### src/design/cadr_params.svh
`ifndef CADR_PARAMS_SVH
`define CADR_PARAMS_SVH
// ==========================================
// Configuration indices
`define CADR_IDX_GAME 8'h1E
`define CADR_IDX_DTYPE 8'h1F
`define CADR_IDX_FDC 8'h20
`define CADR_IDX_RSV21 8'h21
`define CADR_IDX_PPSW 8'h22
`define CADR_IDX_PP 8'h23
`define CADR_IDX_SER1 8'h24
`define CADR_IDX_SER2 8'h25
`define CADR_IDX_DMA 8'h26
`define CADR_IDX_RSV_LO 8'h18
`define CADR_IDX_RSV_HI 8'h1D
// ==========================================
// Power-up values
`define CADR_RST_GAME 8'h80
`define CADR_RST_DTYPE 8'h00
`define CADR_RST_FDC 8'h3C
`define CADR_RST_PPSW 8'h00
`define CADR_RST_PP 8'h00
`define CADR_RST_SER 8'h00
`define CADR_RST_DMA 8'h00
// ==========================================
// Fields and codes
`define CADR_PPSW_MASK 8'h3F
`define CADR_GAME_OFF 2'h0
`define CADR_GAME_ONE 2'h1
`define CADR_GAME_EIGHT 2'h2
`define CADR_GAME_ONE_NIB 4'h1
`define CADR_DMA_NONE 4'hF
`define CADR_NUM_DRQ 4
`endif

### src/design/cadr_pkg.sv
package cadr_pkg;
  // ==========================================
  // Configuration access from the index port logic
  typedef struct packed {
    logic mode;
    logic wr;
    logic rd;
    logic [7:0] index;
    logic [7:0] wdata;
  } cadr_cfg_req_t;
  // ==========================================
  // Host I/O cycle address
  typedef struct packed {
    logic cs_n;
    logic [10:0] addr;
  } cadr_io_t;
  // ==========================================
  // Function selects
  typedef struct packed {
    logic fdc;
    logic pp;
    logic ser1;
    logic ser2;
  } cadr_sel_t;
  typedef enum logic [1:0] {
    CADR_DT_DENS,
    CADR_DT_RATE10,
    CADR_DT_DENS_INV,
    CADR_DT_RATE01
  } cadr_dtype_t;
endpackage

### src/design/cadr_top.sv
`timescale 1ns/1ns
`default_nettype none
`include "cadr_params.svh"

// Summary of operation
// RULE1: Force-write-protect with a drive selected asserts write-protect on both floppy paths.
// RULE2: Indices 18h-1Dh and 21h ignore writes and read zero.
// RULE3: Registers accessed only in configuration state at their loaded index.
// RULE4: Game select base resets 80h, bits 7:2 hold address 9:4.
// RULE5: Game low bits: off, one byte 0001b, eight byte 0XXXb, sixteen byte.
// RULE6: Game select needs chip-select low and A10 low.
// RULE7: Power-good/game control overrides the game decode configuration.
// RULE8: Drive type register resets 00h, two bits per drive, high bit first.
// RULE9: Type code maps density and rate signals onto the two density pins.
// RULE10: Density mapping uses the type of the currently selected drive.
// RULE11: Floppy base resets 3Ch, address 9:4; host writes low bits zero.
// RULE12: Floppy select needs chip-select low, A10 low, base match, A3 zero.
// RULE13: Base address bits 9 and 8 both zero disable that function.
// RULE14: Parallel soft select resets 00h, software only, no routing effect.
// RULE15: Parallel base resets 00h, address 9:2, four-byte blocks without EPP.
// RULE16: With EPP, parallel base on eight-byte blocks, A2:0 free.
// RULE17: Parallel needs A10 low except in ECP mode.
// RULE18: Serial bases reset 00h, address 9:3; host writes bit 0 zero.
// RULE19: Serial select needs chip-select low, A10 low, bits 9:3 match.
// RULE20: DMA select: floppy 7:4, parallel 3:0, codes 0-3 channels, Fh none.
// RULE21: Unselected DMA request outputs are released.
// RULE22: Base matching is combinational on every I/O cycle.
module cadr_top (
  input wire logic CLOCK, // 25 MHz host clock
  input wire logic NRST, // Synchronous reset, active low
  input wire cadr_pkg::cadr_cfg_req_t CFG_REQ, // Configuration access
  output logic [7:0] CFG_RDATA, // Configuration read data
  input wire cadr_pkg::cadr_io_t IO, // Host I/O cycle address
  input wire logic POWER_GOOD_GAME_CTL, // 1: pin is power-good, no game select
  input wire logic PP_EPP_EN, // Parallel EPP mode enabled
  input wire logic PP_ECP_MODE, // Parallel ECP mode
  output logic GAME_PORT_SELECT_N, // Game port select, active low
  output cadr_pkg::cadr_sel_t FUNC_SEL, // Function register selects
  input wire logic FORCE_WRITE_PROTECT, // Force write-protect control bit
  input wire logic DRIVE_ACTIVE, // Some drive is selected
  input wire logic [1:0] DRIVE_NUM, // Selected drive number
  input wire logic WRITE_PROTECT_IN_N, // Floppy interface pin
  input wire logic PP_WRITE_PROTECT_IN_N, // Parallel-port floppy pin
  output logic WRITE_PROTECT_N, // To controller, floppy path
  output logic PP_WRITE_PROTECT_N, // To controller, parallel path
  input wire logic DENSITY_SELECT, // Controller density select
  input wire logic RATE_SEL_0, // Controller rate bit 0
  input wire logic RATE_SEL_1, // Controller rate bit 1
  output logic DRIVE_DENSITY_PIN0, // Density pin 0
  output logic DRIVE_DENSITY_PIN1, // Density pin 1
  input wire logic FDC_DRQ, // Floppy DMA request
  input wire logic PP_DRQ, // Parallel DMA request
  output logic [3:0] DRQ_O, // DMA request lines A-D
  output logic [3:0] DRQ_OE // Drive enables for DRQ_O
);

  // ==========================================
  // Helpers
  function automatic logic base_on(input logic [7:0] r);
    base_on = (r[7:6] != 2'h0);
  endfunction

  function automatic logic chan_hit(input logic [3:0] code, input int ch);
    chan_hit = (code == 4'(ch));
  endfunction

  // ==========================================
  // Registers
  logic [7:0] game_port_select_base_r;
  logic [7:0] drive_type_map_r;
  logic [7:0] floppy_base_addr_r;
  logic [7:0] parallel_soft_select_r;
  logic [7:0] parallel_base_addr_r;
  logic [7:0] serial1_base_addr_r;
  logic [7:0] serial2_base_addr_r;
  logic [7:0] floppy_parallel_dma_select_r;
  logic [7:0] rdata_nxt;
  logic wr_en;
  logic rd_en;

  assign wr_en = CFG_REQ.mode && CFG_REQ.wr; // RULE3
  assign rd_en = CFG_REQ.mode && CFG_REQ.rd; // RULE3

  // Reserved indices have no storage, so writes to them fall away
  always_ff @(posedge CLOCK)
  begin
    if (!NRST)
    begin
      game_port_select_base_r <= `CADR_RST_GAME; // RULE4
      drive_type_map_r <= `CADR_RST_DTYPE; // RULE8
      floppy_base_addr_r <= `CADR_RST_FDC; // RULE11
      parallel_soft_select_r <= `CADR_RST_PPSW; // RULE14
      parallel_base_addr_r <= `CADR_RST_PP; // RULE15
      serial1_base_addr_r <= `CADR_RST_SER; // RULE18
      serial2_base_addr_r <= `CADR_RST_SER; // RULE18
      floppy_parallel_dma_select_r <= `CADR_RST_DMA; // RULE20
    end
    else if (wr_en)
    begin
      unique case (CFG_REQ.index)
        `CADR_IDX_GAME: game_port_select_base_r <= CFG_REQ.wdata;
        `CADR_IDX_DTYPE: drive_type_map_r <= CFG_REQ.wdata;
        `CADR_IDX_FDC: floppy_base_addr_r <= CFG_REQ.wdata;
        `CADR_IDX_PPSW: parallel_soft_select_r <= CFG_REQ.wdata & `CADR_PPSW_MASK;
        `CADR_IDX_PP: parallel_base_addr_r <= CFG_REQ.wdata;
        `CADR_IDX_SER1: serial1_base_addr_r <= CFG_REQ.wdata;
        `CADR_IDX_SER2: serial2_base_addr_r <= CFG_REQ.wdata;
        `CADR_IDX_DMA: floppy_parallel_dma_select_r <= CFG_REQ.wdata;
        default:
        begin
        end
      endcase
    end
  end

  // ==========================================
  // Read path
  always_comb
  begin
    rdata_nxt = 8'h00; // RULE2
    unique case (CFG_REQ.index)
      `CADR_IDX_GAME: rdata_nxt = game_port_select_base_r;
      `CADR_IDX_DTYPE: rdata_nxt = drive_type_map_r;
      `CADR_IDX_FDC: rdata_nxt = floppy_base_addr_r;
      `CADR_IDX_PPSW: rdata_nxt = parallel_soft_select_r;
      `CADR_IDX_PP: rdata_nxt = parallel_base_addr_r;
      `CADR_IDX_SER1: rdata_nxt = serial1_base_addr_r;
      `CADR_IDX_SER2: rdata_nxt = serial2_base_addr_r;
      `CADR_IDX_DMA: rdata_nxt = floppy_parallel_dma_select_r;
      default: rdata_nxt = 8'h00;
    endcase
  end

  // Read data holds until the next read
  always_ff @(posedge CLOCK)
  begin
    if (!NRST)
      CFG_RDATA <= 8'h00;
    else if (rd_en)
      CFG_RDATA <= rdata_nxt; // RULE3
  end

  // ==========================================
  // Address decode, combinational for the whole I/O cycle
  logic io_ok;
  logic game_low;
  logic game_hit;
  logic pp_hit;

  assign io_ok = !IO.cs_n && !IO.addr[10]; // RULE6 RULE22

  always_comb
  begin
    unique case (game_port_select_base_r[1:0])
      `CADR_GAME_OFF: game_low = 1'b0;
      `CADR_GAME_ONE: game_low = (IO.addr[3:0] == `CADR_GAME_ONE_NIB);
      `CADR_GAME_EIGHT: game_low = !IO.addr[3];
      default: game_low = 1'b1;
    endcase
  end

  // RULE5
  assign game_hit = io_ok && game_low
    && (IO.addr[9:4] == game_port_select_base_r[7:2]); // RULE4 RULE6
  // Pin shared with power-good; control bit wins outright
  assign GAME_PORT_SELECT_N = !(game_hit && !POWER_GOOD_GAME_CTL); // RULE7

  always_comb
  begin
    if (PP_EPP_EN)
      pp_hit = (IO.addr[9:3] == parallel_base_addr_r[7:1]); // RULE16
    else
      pp_hit = (IO.addr[9:2] == parallel_base_addr_r); // RULE15
  end

  // One process drives the whole select word; ECP uses A10 for its upper bank
  always_comb
  begin
    FUNC_SEL.fdc = io_ok && base_on(floppy_base_addr_r) // RULE13
      && (IO.addr[9:4] == floppy_base_addr_r[7:2]) && !IO.addr[3]; // RULE12
    FUNC_SEL.pp = !IO.cs_n && (PP_ECP_MODE || !IO.addr[10]) // RULE17
      && base_on(parallel_base_addr_r) && pp_hit; // RULE13
    FUNC_SEL.ser1 = io_ok && base_on(serial1_base_addr_r) // RULE13
      && (IO.addr[9:3] == serial1_base_addr_r[7:1]); // RULE19
    FUNC_SEL.ser2 = io_ok && base_on(serial2_base_addr_r) // RULE13
      && (IO.addr[9:3] == serial2_base_addr_r[7:1]); // RULE19
  end

  // ==========================================
  // Write protect
  logic [1:0] wp_meta_r;
  logic [1:0] wp_sync_r;
  logic force_wp;

  always_ff @(posedge CLOCK)
  begin
    if (!NRST)
    begin
      wp_meta_r <= 2'h3;
      wp_sync_r <= 2'h3;
    end
    else
    begin
      wp_meta_r <= {PP_WRITE_PROTECT_IN_N, WRITE_PROTECT_IN_N};
      wp_sync_r <= wp_meta_r;
    end
  end

  assign force_wp = FORCE_WRITE_PROTECT && DRIVE_ACTIVE; // RULE1
  assign WRITE_PROTECT_N = wp_sync_r[0] && !force_wp; // RULE1
  assign PP_WRITE_PROTECT_N = wp_sync_r[1] && !force_wp; // RULE1

  // ==========================================
  // Drive density pins
  cadr_pkg::cadr_dtype_t dtype;
  logic pin0_nxt;
  logic pin1_nxt;

  // High bit of each pair is the first type bit
  assign dtype = cadr_pkg::cadr_dtype_t'({drive_type_map_r[{DRIVE_NUM, 1'b1}],
    drive_type_map_r[{DRIVE_NUM, 1'b0}]}); // RULE8 RULE10

  always_comb
  begin
    unique case (dtype) // RULE9
      cadr_pkg::CADR_DT_DENS:
      begin
        pin0_nxt = DENSITY_SELECT;
        pin1_nxt = RATE_SEL_0;
      end
      cadr_pkg::CADR_DT_RATE10:
      begin
        pin0_nxt = RATE_SEL_1;
        pin1_nxt = RATE_SEL_0;
      end
      cadr_pkg::CADR_DT_DENS_INV:
      begin
        pin0_nxt = !DENSITY_SELECT;
        pin1_nxt = RATE_SEL_0;
      end
      cadr_pkg::CADR_DT_RATE01:
      begin
        pin0_nxt = RATE_SEL_0;
        pin1_nxt = RATE_SEL_1;
      end
    endcase
  end

  always_ff @(posedge CLOCK)
  begin
    if (!NRST)
    begin
      DRIVE_DENSITY_PIN0 <= 1'b0;
      DRIVE_DENSITY_PIN1 <= 1'b0;
    end
    else
    begin
      DRIVE_DENSITY_PIN0 <= pin0_nxt; // RULE9
      DRIVE_DENSITY_PIN1 <= pin1_nxt; // RULE9
    end
  end

  // ==========================================
  // DMA request routing
  // Soft select register feeds nothing here, only the read path
  logic [3:0] fdc_code;
  logic [3:0] pp_code;
  logic [3:0] drq_nxt;
  logic [3:0] oe_nxt;

  assign fdc_code = floppy_parallel_dma_select_r[7:4]; // RULE20
  assign pp_code = floppy_parallel_dma_select_r[3:0]; // RULE20 RULE14

  // Reserved codes match no channel, so they act like none
  always_comb
  begin
    for (int ch = 0; ch < `CADR_NUM_DRQ; ch++)
    begin
      oe_nxt[ch] = chan_hit(fdc_code, ch) || chan_hit(pp_code, ch); // RULE21
      drq_nxt[ch] = (chan_hit(fdc_code, ch) && FDC_DRQ)
        || (chan_hit(pp_code, ch) && PP_DRQ);
    end
  end

  always_ff @(posedge CLOCK)
  begin
    if (!NRST)
    begin
      DRQ_O <= 4'h0;
      DRQ_OE <= 4'h0;
    end
    else
    begin
      DRQ_O <= drq_nxt; // RULE20
      DRQ_OE <= oe_nxt; // RULE21
    end
  end
endmodule
`default_nettype wire

### config.mk
export PLATFORM = sky130hd
export DESIGN_NAME = cadr_top
export DESIGN_NICKNAME = d
export VERILOG_FILES = /design/src/design/cadr_pkg.sv /design/src/design/cadr_top.sv
export VERILOG_INCLUDE_DIRS = /design/src /design/src/design
export SDC_FILE = /design/constraint.sdc
export NUM_CORES = 1
export LEC_CHECK = 0
export BUFFER_PORTS_ARGS = -buffer_cell sky130_fd_sc_hd__buf_4
export CAP_MARGIN = 20
export CORE_AREA = 4 4 130 132
export DETAILED_ROUTE_END_ITERATION = 8
export DIE_AREA = 0 0 134 136
export PLACE_DENSITY = 0.54
export SLEW_MARGIN = 5
export SYNTH_ARGS = -nofsm -noshare
export SYNTH_HDL_FRONTEND = slang
export SYNTH_SLANG_ARGS = --single-unit
export TNS_END_PERCENT = 10
### constraint.sdc
create_clock -name CLOCK -period 2.5 [get_ports CLOCK]
set_clock_uncertainty 0.1 [all_clocks]
set_input_delay 0.375 -clock CLOCK [delete_from_list [all_inputs] [get_ports CLOCK]]
set_output_delay 0.375 -clock CLOCK [all_outputs]
set_load 0.05 [all_outputs]
==> results of run 1 <==
==> power groups by stage <==
| stage | registers [W] | logic (W) | clock network [W] |
|---|---|---|---|
| final | 0.00136 | 0.000311 | 0.00124 |
| after global routing | 0.00136 | 0.000335 | 0.00132 |
| after CTS | 0.00136 | 0.000311 | 0.00127 |
| after detailed placement | 0.00139 | 0.000310 | 0 |
| after global placement | 0.00139 | 0.000308 | 0 |
| after floorplan | 0.00142 | 0.000142 | 0 |
==> flip-flops by register name, summed over array words and instances (netlist names), 4 cells and up <==
signal,count
drive_type_map_r,8
parallel_base_addr_r,8
game_port_select_base_r,8
serial1_base_addr_r,8
DRQ_O,4
DRQ_OE,4
parallel_soft_select_r,6
floppy_base_addr_r,8
serial2_base_addr_r,8
CFG_RDATA,8
floppy_parallel_dma_select_r,8
==> cell families after synthesis <==
group           count (synthesis)
mux                            44
flops                          84
xor+xnor                       30
simple gates                  201
buf+inv                        39
compound gates                 95
==> worst paths after layout <==
path         cells past startpoint                                     from                        end
max                              5  game_port_select_base_r[3]$_SDFFE_PN0P_         GAME_PORT_SELECT_N
min                              2                    PP_WRITE_PROTECT_IN_N    wp_meta_r[1]$_SDFF_PN1_
max reg2reg                      5     parallel_base_addr_r[1]$_SDFFE_PN0P_  CFG_RDATA[1]$_SDFFE_PN0P_
min reg2reg                      1                  wp_meta_r[0]$_SDFF_PN1_    wp_sync_r[0]$_SDFF_PN1_
==> cell type report <==
| type | count | area (µm²) |
|---|---|---|
| inverters | 6 | 22.5 |
| multi-input cells | 370 | 2380 |
| fillers | 1646 | 10500 |
| clock buffers | 11 | 243 |
| repair buffers | 79 | 609 |
| well taps | 216 | 270 |
| clock inverters | 4 | 26.3 |
| flip-flops and latches | 84 | 1680 |
==> worst reg2reg max path, delay by kind of cell (launching register included) <==
kind,cells,cell delay [ns]
AOI/OAI and AO/OA,3,0.72
DFF,1,0.34
muxes,1,0.25
and+or+nand+nor,1,0.09
==> cells in the final DEF, fill, tap and decap left out, types with 5 or more instances in the layout <==
cell / netlist / layout
nand2b_1: 13 / 13
xnor2_1: 17 / 17
nor2_1: 28 / 28
o21ai_1: 11 / 11
and2_1: 5 / 5
a221oi_1: 7 / 7
and3_1: 6 / 6
a21oi_1: 30 / 30
o21ai_0: 16 / 16
nor3_1: 13 / 12
o22a_1: 9 / 9
clkbuf_16: 0 / 9
nand4_1: 5 / 5
nand3_1: 32 / 32
mux2_2: 8 / 8
nand2_1: 68 / 68
mux2i_1: 34 / 34
xor2_1: 13 / 13
o21ai_2: 8 / 8
inv_1: 6 / 6
buf_4: 0 / 77
dfxtp_1: 84 / 84
==> per-layer routing <==
metal | global-route usage | part of all wire | up-vias
li1 | - | - | 1858
met5 | 0 | 0 | -
met3 | 0.0322 | 0.059 | 21
met4 | 0.0531 | 0.021 | 0
met2 | 0.254 | 0.48 | 141
met1 | 0.186 | 0.44 | 1802
==> what timing repair did <==
action                     CTS  global route
gates resized for setup      2             2
hold buffers                 0             0
pin swaps                    0             3
buffers inserted             0             0
setup endpoints to repair    1             1
==> stage by stage <==
step	TNS (ns)	worst slack, ns	cells
detailed placement	0	0.00833	755
CTS	0	0.0142	770
global placement	0	0.0589	755
global route	0	0.0449	770
finish	0	0.155	770
floorplan	-0.0319	-0.0319	493
==> qor.csv, run 1 <==
metric;value;unit
status;finished clean;
power_density;555;nW/µm²
report.final.hold_viol_count;0;
seqPwrFrac;0.467;
synth_area;4210;µm²
synth_sequential_area_ratio;0.400;
tightest_slew;0.670;ns
die_h;136;µm
place_area;4940;µm²
grt_use_total;0.149;
cts.path.max_buffers;2;
initial_utilization;0.268;
vias;3822;
drt_iter0_drc;285;
ys.flop_type;dfxtp_1;
p_sw;0.000745;W
p_total;0.00290;W
dr.pass1.iters;6;
die_area;18200;µm²
port_buffers;71;
crit_chain;xor2_1, nor3_2, o2111ai_2, or4_4, buf_6;
clock_sinks;84;
detail_route.drc_violations;0;
fmax;427;MHz
yosysWarnings;0;
num_io_pins;72;
fin_nets;597;
area_growth;24.4;%
synth_top_cell_by_area;dfxtp_1;
fin_crit;2.34;ns
grt_pass1_wl;20900;µm
worstHoldPathType;primary input to register;
fp.dieW;134;µm
syn_inst;493;
wire_per_inst;17.3;µm
p_sw_frac;0.257;
cap_violations;0;
place.gp.congestion;0.856;
synth_adder_area_share;0;
synth_edf_count;0;
clk_pin_slew;0.06;ns
cp.arrival;1.87;ns
yosysMostFrequentCell;dfxtp_1;
async_reset_ff_frac;0;
antenna_left;0;
path_delay_family;simple AND/OR/NAND/NOR gates;
syn_area_per_cell;8.54;µm²
synth_cell_types;47;
antenna_found_initial;0;
critPathMaxFanout;3;
core_area;15700;µm²
syn-num-nets;540;
ir_worst_vdd;0.355;mV
criticalPathCategory;register to primary output;
rows;46;
critPathSlowestCell;or4_4;
cts_tree;done;
synth.mux.area_fraction;0.113;
synth_top_area_frac;0.400;
n_antenna_cell;0;
grt_pass1_vias;3707;
final_max_slew_viol_count;0;
clkPwrFrac;0.426;
post_synth_and_or_nand_nor_area_fraction;0.242;
synth-compound-area-share;0.142;
power_frac_comb;0.107;
rsz0062_at_grt;false;
cp-start-kind;register;
insertion_delay;0.35;ns
final_cell_area;5230;µm²
p_leak;2.10;nW
synth-xor-area-share;0.0624;
synth_common_cells;84 x dfxtp_1, 68 x nand2_1, 34 x mux2i_1;
whs;0.114;ns
endpoint_kind;primary output;
drive_gt1_frac;0.227;
grt_max_degree;55;
grt_overflow_total;0;
synth_top_family_by_area;simple AND/OR/NAND/NOR gates;
slowest_delay;0.46;ns
final_util;0.333;
synth_area_leaders;dfxtp_1 40%, mux2i_1 8.1%, nand2_1 6.1%, nand3_1 3.8%, a21oi_1 3.6%;
finalWirelength;13300;µm
cts-buffers-inserted;9;
post-dp-hpwl;9970;µm
worstPathRequired;2.03;ns
htreeDepth;3;
r2r_setup_slack;0.88;ns
fin_crit_sh;0.938;
setup_viol;0;
relSlewSlack;0.552;
critPathBufInv;1;
intPower;0.00216;W
ys_ff_latch;84;
vias_per_cell;4.96;
clockRootBuffer;clkbuf_16;
Power figures use the tool's default switching activity.
==> run 2, diff against run 1 <==
--- a/config.mk
+++ b/config.mk
@@ -11,7 +11,6 @@
 export CORE_AREA = 4 4 130 132
 export DETAILED_ROUTE_END_ITERATION = 8
 export DIE_AREA = 0 0 134 136
-export PLACE_DENSITY = 0.54
 export SLEW_MARGIN = 5
 export SYNTH_ARGS = -nofsm -noshare
 export SYNTH_HDL_FRONTEND = slang
==> run 2 against run 1 <==
  * Die area stayed put
  * Sequential power hardly changed
  * Setup slack worse by 0.11 ns
  * Total power is 5.2% higher
  * Clock power is 13% higher
  * Via count is 0.47% lower
  * Wire length is 3.5% lower
  * Critical endpoint unchanged
  * Largest power group is now the clock network
==> qor.csv, run 2 (synthesized netlist as in run 1, its figures left out) <==
metric;value;unit
insertion_delay;0.35;ns
drive_gt1_frac;0.224;
endpoint_kind;primary output;
setup_viol;0;
relSlewSlack;0.604;
tightest_slew;0.591;ns
vias_per_cell;4.95;
core_area;15700;µm²
htreeDepth;3;
post-dp-hpwl;9680;µm
r2r_setup_slack;0.87;ns
worstHoldPathType;primary input to register;
die_area;18200;µm²
clockRootBuffer;clkbuf_16;
wire_per_inst;16.7;µm
hold_path_end;wp_meta_r[0]$_SDFF_PN1_;
vias;3804;
finalWorstSetupSlack;0.0440;ns
report.final.hold_viol_count;0;
dp_slack;0.0342;ns
most-common-layout-cells;83 x dfxtp_1, 76 x buf_4, 68 x nand2_1, 34 x mux2i_1, 32 x nand3_1;
fmax;407;MHz
criticalPathCategory;primary input to primary output;
area_growth;24.5;%
cts_tree;done;
fillers;1608;
fin_crit_sh;0.982;
grt_pass1_vias;3729;
whs_path_depth;2;
worstPathRequired;2.03;ns
dr.pass1.iters;5;
critPathMaxFanout;6;
antenna_found_initial;0;
cp-start-kind;primary input;
cp.arrival;1.98;ns
cts.path.max_buffers;2;
finalWirelength;12800;µm
num_io_pins;72;
layout.cells.non_filler;769;
antenna_left;0;
layout_commonest_cell;dfxtp_1;
post_cts_buffers;0;
fp.dieW;134;µm
holdCritStartpoint;WRITE_PROTECT_IN_N;
regToRegStartpoint;parallel_base_addr_r[1]$_SDFFE_PN0P_;
p_leak;2.11;nW
power_density;583;nW/µm²
ir_worst_vdd;0.359;mV
final_max_slew_viol_count;0;
rows;46;
die_h;136;µm
cts-buffers-inserted;9;
reg2reg_depth;5;
place.gp.congestion;0.916;
detail_route.drc_violations;0;
grt_overflow_total;0;
cap_violations;0;
n_antenna_cell;0;
r2r-end;CFG_RDATA[1]$_SDFFE_PN0P_;
grt_pass1_wl;20100;µm
fin_crit;2.46;ns
grt_max_degree;52;
clk_pin_slew;0.06;ns
clock_sinks;84;
initial_utilization;0.268;
crit_path_start;IO[3];
status;finished clean;
grt_use_total;0.143;
drt_iter0_drc;341;
port_buffers;71;
dp.cells;753;
fin_nets;595;
## run 2: final cells by class
cell class	count	area, µm²	area share
Clock inverter	3	43.8	0.00836
Multi-Input combinational cell	370	2370	0.452
Tap cell	216	270	0.0516
Timing Repair Buffer	77	582	0.111
Sequential cell	84	1680	0.321
Clock buffer	13	270	0.0516
Inverter	6	22.5	0.00430
## run 2: metal layers
layer  track usage  up-vias  part of all wire
li1              -     1852                 -
met1         0.173     1777              0.42
met2         0.240      152              0.48
met3        0.0400       23             0.070
met4        0.0577        0             0.027
met5             0        -                 0
## run 2: critical path, stage by stage
cell and delay (ns):
buf_4 0.15, nor4b_1 0.49, o2111ai_1 0.20, or4_4 0.59, buf_6 0.18
## run 2: timing repair
action                                  CTS  global route
gates resized for setup                   0             3
endpoints found under the setup margin    0             1
hold buffers                              0             0
## run 2: through the flow
step,TNS (ns),total power (W),util,instance area [µm²],hold WS (ns)
after floorplan,-0.0319,0.00156,-,4220,0.286
after global placement,0,0.00169,0.313,4920,0.300
after detailed placement,0,0.00169,0.313,4920,0.296
after CTS,0,0.00309,0.333,5230,0.104
after global routing,-0.0695,0.00316,0.333,5240,0.116
final,0,0.00306,0.333,5240,0.113
## run 2: how the worst max path moves through the flow
stage,slack [ns],cells past startpoint,end
after global routing,-0.07,5,GAME_PORT_SELECT_N
after floorplan,-0.03,5,FUNC_SEL[2]
after detailed placement,0.03,5,GAME_PORT_SELECT_N
final,0.04,5,GAME_PORT_SELECT_N
after global placement,0.05,5,GAME_PORT_SELECT_N
after CTS,0.007,5,GAME_PORT_SELECT_N
## run 2: where the power goes
part | internal [W] | switching (W) | total, W
registers | 0.00135 | 0.00000536 | 0.00136
logic | 0.000112 | 0.000191 | 0.000303
clock network | 0.000856 | 0.000540 | 0.00140
